$ cat config.mk
export PLATFORM = sky130hd
export DESIGN_NAME = flec_link
export DESIGN_NICKNAME = d
export VERILOG_FILES = /design/src/inc/flec_pkg.sv /design/src/verilog/flec_link.sv /design/src/verilog/flec_buf2.sv
export SDC_FILE = /design/constraint.sdc
export NUM_CORES = 1
export LEC_CHECK = 0
export BUFFER_PORTS_ARGS = -buffer_cell sky130_fd_sc_hd__clkbuf_2
export CAP_MARGIN = 0
export CORE_MARGIN = 10
export CORE_UTILIZATION = 44
export CTS_CLUSTER_DIAMETER = 40
export DETAILED_ROUTE_END_ITERATION = 10
export GPL_ROUTABILITY_DRIVEN = 0
export GPL_TIMING_DRIVEN = 1
export PLACE_DENSITY_LB_ADDON = 0.3
export SYNTH_ARGS = -nofsm -noshare
export SYNTH_HDL_FRONTEND = slang
export SYNTH_SLANG_ARGS = --single-unit
$ cat constraint.sdc
create_clock -name clk_sys -period 3.57 [get_ports clk_sys]
set_clock_uncertainty 0.1 [all_clocks]
set_input_delay 0.357 -clock clk_sys [delete_from_list [all_inputs] [get_ports clk_sys]]
set_output_delay 0.357 -clock clk_sys [all_outputs]
set_load 0.01 [all_outputs]
$ cat src/inc/flec_pkg.sv
// shared types and constants of the frame link error control block
// Contract
// link errors seen during a received frame are held until its end-of-frame handshake
// invalid transition after start-of-frame answers the sender with R_ERR
// invalid transition outside a frame returns the link straight to idle
// X_RDY followed by anything but SOF notifies transport and returns idle
// X_RDY sent without R_RDY back: no link recovery, keep waiting
// SOF before our R_RDY: stay idle sending SYNC until sender goes idle
// no R_OK or R_ERR after EOF and WTRM within timeout: flag only
// after EOF ignore all but SYNC, R_OK, R_ERR and keep waiting
// CRC mismatch at EOF: flag transport, answer R_ERR, then idle
// disparity or code violation in a frame is latched, then R_ERR and notify
// link errors go to transport on a private port and to the error register
// transport errors turn the frame handshake into R_ERR
// any R_ERR handshake of a command shows in its ending status
// a failed frame may be resent only when system state is unchanged
// receive FIFO overflow answers R_ERR, handled like a bad CRC
// transmit underrun closes the frame with EOF and a forced bad CRC
// transport internal error fails the frame like a bad CRC
// bad CRC, unknown type or wrong length fails the received frame
// PIO count mismatch or event sequence error fails the frame
// transport errors are also recorded in the error register
// clean frame gets R_OK; error accumulator clears at each new frame
package flec_pkg;

	// ************************************************************
	// timing
	// ************************************************************
	localparam int CLK_PERIOD_PS   = 4000;
	localparam int ACK_TIMEOUT_NS  = 10000;
	// least wait, rounded up
	localparam int ACK_TIMEOUT_CYC = (ACK_TIMEOUT_NS * 1000 + CLK_PERIOD_PS - 1) / CLK_PERIOD_PS;
	localparam int TMO_W           = 12;

	// ************************************************************
	// error register layout
	// ************************************************************
	localparam int IERR_W        = 16;
	localparam logic [15:0] IERR_RST = 16'h0000;
	localparam int B_CRC         = 0;
	localparam int B_CODE        = 1;
	localparam int B_PROTO       = 2;
	localparam int B_XABORT      = 3;
	localparam int B_TYPE        = 4;
	localparam int B_LEN         = 5;
	localparam int B_PIO         = 6;
	localparam int B_SEQ         = 7;
	localparam int B_RX_OVF      = 8;
	localparam int B_INTERNAL    = 9;
	localparam int B_TX_UDR      = 10;
	localparam int B_NAK_RCVD    = 11;
	localparam int B_ACK_TMO     = 12;

	// ************************************************************
	// types
	// ************************************************************
	typedef enum logic [3:0] {
		P_SYNC  = 4'h0,
		P_X_RDY = 4'h1,
		P_R_RDY = 4'h2,
		P_SOF   = 4'h3,
		P_EOF   = 4'h4,
		P_WTRM  = 4'h5,
		P_R_OK  = 4'h6,
		P_R_ERR = 4'h7,
		P_R_IP  = 4'h8,
		P_HOLD  = 4'h9,
		P_HOLDA = 4'ha,
		P_CONT  = 4'hb,
		P_ALIGN = 4'hc,
		P_DATA  = 4'hd
	} flec_prim_t;

	typedef enum logic [2:0] {
		RX_IDLE = 3'b000,
		RX_XRDY = 3'b001,
		RX_RECV = 3'b010,
		RX_ACK  = 3'b011,
		RX_HOLD = 3'b100
	} flec_rx_st_t;

	typedef enum logic [2:0] {
		TX_IDLE = 3'b000,
		TX_XRDY = 3'b001,
		TX_SOF  = 3'b010,
		TX_DATA = 3'b011,
		TX_CRC  = 3'b100,
		TX_EOF  = 3'b101,
		TX_WTRM = 3'b110
	} flec_tx_st_t;

	typedef struct packed {
		logic        valid;
		flec_prim_t  prim;
		logic [31:0] data;
		logic        code_err;
	} flec_rx_t;

	typedef struct packed {
		logic type_bad;
		logic len_bad;
		logic pio_mismatch;
		logic seq_err;
		logic rx_ovf;
		logic internal;
	} flec_tp_err_t;

	typedef struct packed {
		logic crc;
		logic code;
		logic proto;
		logic xrdy_abort;
	} flec_lnk_err_t;

	typedef struct packed {
		logic        last;
		logic [31:0] data;
	} flec_word_t;

endpackage : flec_pkg

$ cat src/verilog/flec_link.sv
// link and transport frame error control: receive and transmit handshakes
`timescale 1ns/1ps
module flec_link (
	input  wire logic                   clk_sys,
	input  wire logic                   rst,
	input  wire flec_pkg::flec_rx_t     rx,
	input  wire logic                   rx_crc_bad,
	input  wire flec_pkg::flec_tp_err_t tp_err,
	output flec_pkg::flec_word_t        rx_word,
	output logic                        rx_word_valid,
	output logic                        rx_frame_done,
	output logic                        rx_frame_err,
	output flec_pkg::flec_lnk_err_t     lnk_err,
	input  wire logic                   tx_req,
	input  wire logic                   tx_retryable,
	input  wire flec_pkg::flec_word_t   tx_in,
	input  wire logic                   tx_in_valid,
	output logic                        tx_in_ready,
	input  wire logic [31:0]            tx_crc,
	output flec_pkg::flec_prim_t        tx_prim,
	output logic [31:0]                 tx_data,
	output logic                        tx_done,
	output logic                        tx_nak,
	output logic                        tx_retry_ok,
	output logic                        tx_ack_timeout,
	input  wire logic                   cmd_start,
	output logic                        end_status_err,
	input  wire logic [15:0]            ierr_clr,
	output logic [15:0]                 interface_error_register
);
	// ************************************************************
	// declarations
	// ************************************************************
	flec_pkg::flec_rx_st_t rx_st;
	flec_pkg::flec_rx_st_t next_rx_st;
	flec_pkg::flec_tx_st_t tx_st;
	flec_pkg::flec_tx_st_t next_tx_st;
	flec_pkg::flec_prim_t  next_tx_prim;
	flec_pkg::flec_word_t  buf_word;
	logic [31:0]           next_tx_data;
	logic                  buf_valid;
	logic                  buf_pop;
	logic                  err_acc;
	logic                  tx_corrupt;
	logic                  tx_retry_lat;
	logic [flec_pkg::TMO_W-1:0] tmo_cnt;
	logic [15:0]           ierr_set;
	logic                  pv;
	logic                  bad_in_frame;
	logic                  tx_quiet;
	logic                  tp_any;
	logic                  ev_sof;
	logic                  ev_eof;
	logic                  ev_code;
	logic                  ev_proto;
	logic                  ev_xabort;
	logic                  ev_crc;
	logic                  ev_tp;
	logic                  ev_udr;
	logic                  ev_tmo;
	logic                  ev_ack_end;
	logic                  final_err;

	// ************************************************************
	// receive event decode
	// ************************************************************
	assign pv           = rx.valid && (rx.prim != flec_pkg::P_DATA);
	assign bad_in_frame = rx.valid && (rx.prim inside {flec_pkg::P_X_RDY, flec_pkg::P_R_RDY,
		flec_pkg::P_SOF, flec_pkg::P_WTRM, flec_pkg::P_R_OK, flec_pkg::P_R_ERR});
	assign tx_quiet     = (tx_st == flec_pkg::TX_IDLE) || (tx_st == flec_pkg::TX_XRDY);
	assign tp_any       = |tp_err;
	assign ev_sof       = (rx_st == flec_pkg::RX_XRDY) && pv && (rx.prim == flec_pkg::P_SOF);
	assign ev_eof       = (rx_st == flec_pkg::RX_RECV) && pv && (rx.prim == flec_pkg::P_EOF);
	assign ev_code      = (rx_st == flec_pkg::RX_RECV) && rx.valid && rx.code_err;
	assign ev_proto     = (rx_st == flec_pkg::RX_RECV) && bad_in_frame;
	assign ev_crc       = ev_eof && rx_crc_bad;
	assign ev_tp        = (rx_st == flec_pkg::RX_RECV) && tp_any;
	assign ev_xabort    = (rx_st == flec_pkg::RX_XRDY) && pv && !(rx.prim inside
		{flec_pkg::P_X_RDY, flec_pkg::P_SOF, flec_pkg::P_ALIGN, flec_pkg::P_CONT});
	assign final_err    = err_acc || ev_code || ev_crc || ev_tp;
	assign ev_ack_end   = (rx_st == flec_pkg::RX_ACK) && pv && (rx.prim == flec_pkg::P_SYNC);

	// ************************************************************
	// receive state machine
	// ************************************************************
	always_comb begin
		next_rx_st = rx_st;
		case (rx_st)
			flec_pkg::RX_IDLE: begin
				if (pv && tx_quiet && rx.prim == flec_pkg::P_X_RDY) begin
					next_rx_st = flec_pkg::RX_XRDY;
				// early start parks
				end else if (pv && tx_quiet && rx.prim == flec_pkg::P_SOF) begin
					next_rx_st = flec_pkg::RX_HOLD;
				end
			end
			flec_pkg::RX_XRDY: begin
				if (ev_sof) begin
					next_rx_st = flec_pkg::RX_RECV;
				// abort to idle
				end else if (ev_xabort) begin
					next_rx_st = flec_pkg::RX_IDLE;
				end
			end
			flec_pkg::RX_RECV: begin
				// bad primitive in frame
				if (ev_eof || ev_proto) begin
					next_rx_st = flec_pkg::RX_ACK;
				end else if (pv && rx.prim == flec_pkg::P_SYNC) begin
					next_rx_st = flec_pkg::RX_IDLE;
				end
			end
			flec_pkg::RX_ACK: begin
				if (ev_ack_end) begin
					next_rx_st = flec_pkg::RX_IDLE;
				end
			end
			flec_pkg::RX_HOLD: begin
				if (pv && rx.prim == flec_pkg::P_SYNC) begin
					next_rx_st = flec_pkg::RX_IDLE;
				end
			end
			default: next_rx_st = flec_pkg::RX_IDLE;
		endcase
	end

	always_ff @(posedge clk_sys or posedge rst) begin
		if (rst) begin
			rx_st <= flec_pkg::RX_IDLE;
		end else begin
			rx_st <= next_rx_st;
		end
	end

	// accumulate per frame
	always_ff @(posedge clk_sys or posedge rst) begin
		if (rst) begin
			err_acc <= 1'b0;
		end else if (ev_sof) begin
			err_acc <= 1'b0;
		end else if (ev_code || ev_proto || ev_crc || ev_tp) begin
			err_acc <= 1'b1;
		end
	end

	// ************************************************************
	// receive outputs to transport
	// ************************************************************
	always_ff @(posedge clk_sys or posedge rst) begin
		if (rst) begin
			rx_word       <= '0;
			rx_word_valid <= 1'b0;
			rx_frame_done <= 1'b0;
			rx_frame_err  <= 1'b0;
			lnk_err       <= '0;
		end else begin
			rx_word_valid <= (rx_st == flec_pkg::RX_RECV) && rx.valid && (rx.prim == flec_pkg::P_DATA);
			rx_word.data  <= rx.data;
			rx_word.last  <= 1'b0;
			rx_frame_done <= ev_eof;
			// transport errors fail frame
			rx_frame_err  <= ev_eof ? final_err : rx_frame_err;
			// private error port
			lnk_err.crc        <= ev_crc;
			lnk_err.code       <= ev_code;
			lnk_err.proto      <= ev_proto;
			lnk_err.xrdy_abort <= ev_xabort;
		end
	end

	// ************************************************************
	// transmit path
	// ************************************************************
	flec_buf2 #(
		.W     ($bits(flec_pkg::flec_word_t)),
		.DEPTH (2)
	) u_buf (
		.clk_sys   (clk_sys),
		.rst       (rst),
		.in_data   (tx_in),
		.in_valid  (tx_in_valid),
		.in_ready  (tx_in_ready),
		.out_data  (buf_word),
		.out_valid (buf_valid),
		.out_ready (buf_pop)
	);

	assign buf_pop = (tx_st == flec_pkg::TX_DATA) && (rx_st == flec_pkg::RX_IDLE);
	assign ev_udr  = buf_pop && !buf_valid;
	// flag once, so a cleared register bit stays cleared while the wait goes on
	assign ev_tmo  = (tx_st == flec_pkg::TX_WTRM) && !tx_ack_timeout
		&& (tmo_cnt == flec_pkg::TMO_W'(flec_pkg::ACK_TIMEOUT_CYC - 1));

	always_comb begin
		next_tx_st = tx_st;
		case (tx_st)
			flec_pkg::TX_IDLE: begin
				if (tx_req && rx_st == flec_pkg::RX_IDLE && !(pv && rx.prim == flec_pkg::P_X_RDY)) begin
					next_tx_st = flec_pkg::TX_XRDY;
				end
			end
			flec_pkg::TX_XRDY: begin
				// wait with no recovery
				if (rx_st != flec_pkg::RX_IDLE) begin
					next_tx_st = flec_pkg::TX_IDLE;
				end else if (pv && rx.prim == flec_pkg::P_R_RDY) begin
					next_tx_st = flec_pkg::TX_SOF;
				end
			end
			flec_pkg::TX_SOF: next_tx_st = flec_pkg::TX_DATA;
			flec_pkg::TX_DATA: begin
				if (ev_udr || (buf_pop && buf_word.last)) begin
					next_tx_st = flec_pkg::TX_CRC;
				end
			end
			flec_pkg::TX_CRC: next_tx_st = flec_pkg::TX_EOF;
			flec_pkg::TX_EOF: next_tx_st = flec_pkg::TX_WTRM;
			flec_pkg::TX_WTRM: begin
				// only valid terminators end the wait
				if (pv && rx.prim inside {flec_pkg::P_SYNC, flec_pkg::P_R_OK, flec_pkg::P_R_ERR}) begin
					next_tx_st = flec_pkg::TX_IDLE;
				end
			end
			default: next_tx_st = flec_pkg::TX_IDLE;
		endcase
	end

	always_ff @(posedge clk_sys or posedge rst) begin
		if (rst) begin
			tx_st <= flec_pkg::TX_IDLE;
		end else begin
			tx_st <= next_tx_st;
		end
	end

	// underrun forces a bad crc
	always_ff @(posedge clk_sys or posedge rst) begin
		if (rst) begin
			tx_corrupt   <= 1'b0;
			tx_retry_lat <= 1'b0;
		end else begin
			if (tx_st == flec_pkg::TX_SOF) begin
				tx_corrupt <= 1'b0;
			end else if (ev_udr) begin
				tx_corrupt <= 1'b1;
			end
			if (tx_st == flec_pkg::TX_IDLE && next_tx_st == flec_pkg::TX_XRDY) begin
				tx_retry_lat <= tx_retryable;
			end
		end
	end

	always_ff @(posedge clk_sys or posedge rst) begin
		if (rst) begin
			tmo_cnt        <= '0;
			tx_ack_timeout <= 1'b0;
		end else if (tx_st != flec_pkg::TX_WTRM) begin
			tmo_cnt        <= '0;
			tx_ack_timeout <= 1'b0;
		end else if (ev_tmo) begin
			tx_ack_timeout <= 1'b1;
		end else if (!tx_ack_timeout) begin
			tmo_cnt <= flec_pkg::TMO_W'(tmo_cnt + 1'b1);
		end
	end

	always_ff @(posedge clk_sys or posedge rst) begin
		if (rst) begin
			tx_done     <= 1'b0;
			tx_nak      <= 1'b0;
			tx_retry_ok <= 1'b0;
		end else begin
			tx_done <= (tx_st == flec_pkg::TX_WTRM) && pv && (rx.prim == flec_pkg::P_R_OK);
			tx_nak  <= (tx_st == flec_pkg::TX_WTRM) && pv
				&& (rx.prim == flec_pkg::P_R_ERR || rx.prim == flec_pkg::P_SYNC);
			// resend only when state unchanged
			tx_retry_ok <= (tx_st == flec_pkg::TX_WTRM) && pv && tx_retry_lat
				&& (rx.prim == flec_pkg::P_R_ERR || rx.prim == flec_pkg::P_SYNC);
		end
	end

	// ************************************************************
	// line output
	// ************************************************************
	always_comb begin
		next_tx_prim = flec_pkg::P_SYNC;
		next_tx_data = '0;
		case (rx_st)
			flec_pkg::RX_XRDY: next_tx_prim = flec_pkg::P_R_RDY;
			flec_pkg::RX_RECV: next_tx_prim = flec_pkg::P_R_IP;
			// final handshake
			flec_pkg::RX_ACK:  next_tx_prim = err_acc ? flec_pkg::P_R_ERR : flec_pkg::P_R_OK;
			flec_pkg::RX_HOLD: next_tx_prim = flec_pkg::P_SYNC;
			default: begin
				case (tx_st)
					flec_pkg::TX_XRDY: next_tx_prim = flec_pkg::P_X_RDY;
					flec_pkg::TX_SOF:  next_tx_prim = flec_pkg::P_SOF;
					// filler keeps frame
					flec_pkg::TX_DATA: begin
						next_tx_prim = flec_pkg::P_DATA;
						next_tx_data = buf_valid ? buf_word.data : ~tx_crc;
					end
					flec_pkg::TX_CRC: begin
						next_tx_prim = flec_pkg::P_DATA;
						next_tx_data = tx_corrupt ? ~tx_crc : tx_crc;
					end
					flec_pkg::TX_EOF:  next_tx_prim = flec_pkg::P_EOF;
					flec_pkg::TX_WTRM: next_tx_prim = flec_pkg::P_WTRM;
					default:           next_tx_prim = flec_pkg::P_SYNC;
				endcase
			end
		endcase
	end

	always_ff @(posedge clk_sys or posedge rst) begin
		if (rst) begin
			tx_prim <= flec_pkg::P_SYNC;
			tx_data <= '0;
		end else begin
			tx_prim <= next_tx_prim;
			tx_data <= next_tx_data;
		end
	end

	// ************************************************************
	// error register and ending status
	// ************************************************************
	always_comb begin
		ierr_set                      = '0;
		ierr_set[flec_pkg::B_CRC]      = ev_crc;
		ierr_set[flec_pkg::B_CODE]     = ev_code;
		ierr_set[flec_pkg::B_PROTO]    = ev_proto;
		ierr_set[flec_pkg::B_XABORT]   = ev_xabort;
		ierr_set[flec_pkg::B_TYPE]     = ev_tp && tp_err.type_bad;
		ierr_set[flec_pkg::B_LEN]      = ev_tp && tp_err.len_bad;
		ierr_set[flec_pkg::B_PIO]      = ev_tp && tp_err.pio_mismatch;
		ierr_set[flec_pkg::B_SEQ]      = ev_tp && tp_err.seq_err;
		ierr_set[flec_pkg::B_RX_OVF]   = ev_tp && tp_err.rx_ovf;
		ierr_set[flec_pkg::B_INTERNAL] = ev_tp && tp_err.internal;
		ierr_set[flec_pkg::B_TX_UDR]   = ev_udr;
		ierr_set[flec_pkg::B_NAK_RCVD] = (tx_st == flec_pkg::TX_WTRM) && pv
			&& (rx.prim == flec_pkg::P_R_ERR);
		ierr_set[flec_pkg::B_ACK_TMO]  = ev_tmo;
	end

	// sticky, set wins over clear
	always_ff @(posedge clk_sys or posedge rst) begin
		if (rst) begin
			interface_error_register <= flec_pkg::IERR_RST;
		end else begin
			interface_error_register <= (interface_error_register & ~ierr_clr) | ierr_set;
		end
	end

	// any negative handshake of the command
	always_ff @(posedge clk_sys or posedge rst) begin
		if (rst) begin
			end_status_err <= 1'b0;
		end else if ((ev_eof && final_err) || ev_proto || ierr_set[flec_pkg::B_NAK_RCVD]) begin
			end_status_err <= 1'b1;
		end else if (cmd_start) begin
			end_status_err <= 1'b0;
		end
	end
endmodule : flec_link

$ cat src/verilog/flec_buf2.sv
// two-entry word buffer with valid and ready on both sides
`timescale 1ns/1ps
module flec_buf2 #(
	parameter int W     = 33,
	parameter int DEPTH = 2
) (
	input  wire logic         clk_sys,
	input  wire logic         rst,
	input  wire logic [W-1:0] in_data,
	input  wire logic         in_valid,
	output logic              in_ready,
	output logic [W-1:0]      out_data,
	output logic              out_valid,
	input  wire logic         out_ready
);
	localparam int PW = $clog2(DEPTH);
	localparam int CW = $clog2(DEPTH + 1);

	logic [W-1:0]  mem [DEPTH];
	logic [PW-1:0] wr_ptr;
	logic [PW-1:0] rd_ptr;
	logic [CW-1:0] count;
	logic          push;
	logic          pop;

	assign in_ready  = (count != CW'(DEPTH));
	assign out_valid = (count != '0);
	assign push      = in_valid && in_ready;
	assign pop       = out_valid && out_ready;
	assign out_data  = mem[rd_ptr];

	always_ff @(posedge clk_sys) begin
		if (push) begin
			mem[wr_ptr] <= in_data;
		end
	end

	always_ff @(posedge clk_sys or posedge rst) begin
		if (rst) begin
			wr_ptr <= '0;
			rd_ptr <= '0;
			count  <= '0;
		end else begin
			if (push) begin
				wr_ptr <= (wr_ptr == PW'(DEPTH - 1)) ? '0 : PW'(wr_ptr + 1'b1);
			end
			if (pop) begin
				rd_ptr <= (rd_ptr == PW'(DEPTH - 1)) ? '0 : PW'(rd_ptr + 1'b1);
			end
			if (push && !pop) begin
				count <= CW'(count + 1'b1);
			end else if (pop && !push) begin
				count <= CW'(count - 1'b1);
			end
		end
	end

endmodule : flec_buf2

==> metrics.md <==
| Metric | Value |
|---|---|
| WL/cell | `17.46 um` |
| RSZ-0062 raised after global routing | `no` |
| Count of final hold-check violations | `0` |
| CTS Buf Count | `17` |
| Synth unique cells | `60` |
| Initial core utilization | `44.74%` |
| Startpoint types | `register` |
| Hold wc startpoint | `tx_in[12]` |
| P_leak | `4.610 nW` |
| Pwr/cell area | `563.5 mW/mm2` |
| Syn. warnings | `0` |
| Min-delay worst type | `primary input to register` |
| CP max stage delay | `0.53 ns` |
| Die H | `152.4 um` |
| Synth Instances | `630` |
| Seq pwr share | `47.8%` |
| Initial DRC count | `314` |
| Area growth, synth to finish | `30.98%` |
| GRT overflow | `0` |
| Initial DRT Pass Iterations | `5` |
| Period utilisation layout | `64.24%` |
| ANT nets after route | `0` |
| Vias/cell | `4.999` |
| Resized cells post-CTS | `0` |
| Commonest cells in the netlist | `dfrtp_1, nand2_1, edfxtp_1` |
| Sink Count | `187` |
| Post-CTS setup buffer count | `0` |
| Initial antenna violation count | `2` |
| First-pass GRT wire length | `31,790 um` |
| Mapped cell area | `0.007711 mm2` |
| HPWL after detailed placement | `13,550 um` |
| CP Class | `register to register` |
| Post-synth top area cell | `dfrtp_1` |
| Top-count cell post-synth | `dfrtp_1` |
| Clk network pwr share | `32.0%` |
| # setup viols final | `0` |
| Total global-route track usage | `16.90%` |
| Post-route minimum period | `2.293 ns` |
| Clk buf depth | `2` |
| Num rows | `48` |
| Worst setup EP type | `register` |
| Critical Path Most Common Cell | `xor2_1` |
| Max-slew headroom | `28.80%` |
| Via count | `5,659` |
| Max-slew violation count | `0` |
| Gate power share | `20.2%` |
| Status | `finished, final reports clean` |
| Seq/Total Area, Yosys | `64.97%` |
| Ranking of synthesized cells by area | `dfrtp_1, edfxtp_1, mux2i_1` |
| Max stage delay cell, worst path | `dfrtp_1` |
| P_int | `0.004011 W` |
| Drc violations | `0` |
| Clock Latency Late Sink | `0.42 ns` |
| Slew @ Worst Pin | `1.065 ns` |
| Synth top area share | `39.27%` |
| Mapped Nets | `764` |
| Worst-path fanout max | `36` |
| Post-synth EDFFs | `66` |
| FF+latch count, synth | `187` |
| Clock transition at path regs | `0.07 ns` |
| Share of cells above drive strength 1 | `31.13%` |
| Port bufs | `228` |
| CTS tree | `yes` |
| Vias in the first global route | `5,995` |
| Power Total | `0.005691 W` |
| Maximum clock frequency | `436.1 MHz` |
| Root Driver | `clkbuf_16` |
| Setup TNS | `0 ns` |
| Net Switching | `0.001680 W` |
| IO Pins | `230` |
| Largest net degree at the start of global routing | `79` |
| Post-Syn Area per Cell | `12.24 um2` |
| Async set-reset flop share out of synthesis | `64.71%` |
| Critical path arrival | `2.54 ns` |
| Final nets | `1,027` |
| Max-cap violations | `0` |
| Total die area | `0.02322 mm2` |
| IR drop worst, VDD | `0.4945 mV` |
| CTS H-tree lvls | `4` |
| Routed WL | `19,770 um` |
| Required time worst endpoint | `3.82 ns` |
| Hold-fix buffers, CTS | `49` |
| Die W | `152.4 um` |
| Worst R2R Start | `tx_st[1]` |
| Core area | `0.01724 mm2` |
| CP cell instances | `nand2_1, nor2_4, buf_4, nand3_1, ha_1, xor2_1, nor2_1, xor2_1` |
| Switching share of power | `29.52%` |
| Synth Flop Type | `dfrtp_1` |
| Worst setup path startpoint | `tx_st[1]` |
placed cells by master (no fill, tap or decap), types with 9 or more instances in the layout:
master	n
xor2_1	37
clkbuf_2	228
clkbuf_16	18
nor2_1	61
nand3_1	11
inv_1	20
dfrtp_1	119
mux2i_1	34
nand2_1	90
edfxtp_1	66
xnor2_1	9
a21oi_1	10
o21ai_0	17
dlygate4sd3_1	49
a32oi_1	32
path summary, 6_finish.rpt:
| path | to | slack [ns] | cells after the start |
|---|---|---|---|
| setup reg to reg | u_buf.count[1] | 1.28 | 8 |
| hold / removal | u_buf.mem[1][12] | 0.02 | 1 |
| max in group asynchronous | tmo_cnt[8] | 2.39 | 4 |
| hold reg to reg | interface_error_register[3] | 0.38 | 1 |
| setup / recovery | u_buf.count[1] | 1.28 | 8 |
| min in group asynchronous | interface_error_register[8] | 0.53 | 4 |
worst max-delay path: cells and delay by family (launching register included):
kind / cells / cell delay [ns]
adder cells (fa/ha/maj): 1 / 0.29
AND/OR/NAND/NOR: 4 / 0.62
buffers and inverters: 1 / 0.39
flip-flops: 1 / 0.53
XOR/XNOR: 2 / 0.29
cell type report:
cell class                      instances  area [um2]
Multi-Input combinational cell        384        2460
Inverter                               21       82.58
Clock inverter                          7       52.55
Tap cell                              225       281.5
Timing Repair Buffer                  282        1682
Clock buffer                           25       526.8
Sequential cell                       187        5012
Antenna cell                            1       2.502
Fill cell                            1401        7137
power by group through the flow:
stage          Clock [W]  Combinational, W  Sequential (W)
2_1_floorplan          0          0.000889         0.00262
3_3_place_gp           0           0.00111         0.00275
3_5_place_dp           0           0.00112         0.00277
4_1_cts          0.00186           0.00117         0.00272
5_1_grt          0.00194           0.00129         0.00276
6_report         0.00182           0.00115         0.00272
kinds of logic (layout without fill, tap and decap cells):
kind of cell,after synthesis,in the layout,share of synthesized area (%)
compound gates,83,83,7.967
xor+xnor,46,46,5.225
fa+ha+maj,2,2,0.3245
buf+inv,59,335,3.440
flops,187,187,64.97
mux,35,35,4.608
other cells,1,2,0.04863
simple gates,217,217,13.42
flip-flops by register name, indices dropped and copies added, names as in the netlist, 2 cells and up:
register,cells
interface_error_register,16
lnk_err,4
rx_st,3
rx_word,32
tmo_cnt,12
tx_data,32
tx_prim,4
tx_st,3
u_buf.count,2
u_buf.mem,66
metal layers:
| metal | vias to the layer above | global-route usage (%) | wire, um |
|---|---|---|---|
| li1 | 2734 | - | - |
| met1 | 2724 | 19.42 | 8092 |
| met2 | 173 | 29.21 | 10080 |
| met3 | 26 | 5.165 | 1238 |
| met4 | 2 | 5.823 | 342 |
| met5 | - | 0 | 12 |
stage by stage:
stage               setup WS, ns  hold slack (ns)  utilization (%)  std cells  instance area, um2
floorplan                 0.9322           0.2884                -        630                7715
global placement           1.376           0.3602            52.37       1050                9027
detailed placement         1.299           0.3667            52.37       1050                9027
CTS                        1.273        0.0005654            58.58       1131               10100
global route               1.136         0.004766            58.59       1132               10100
finish                     1.277          0.01619            58.59       1132               10100
No activity file was read; power rests on OpenSTA's default activity.
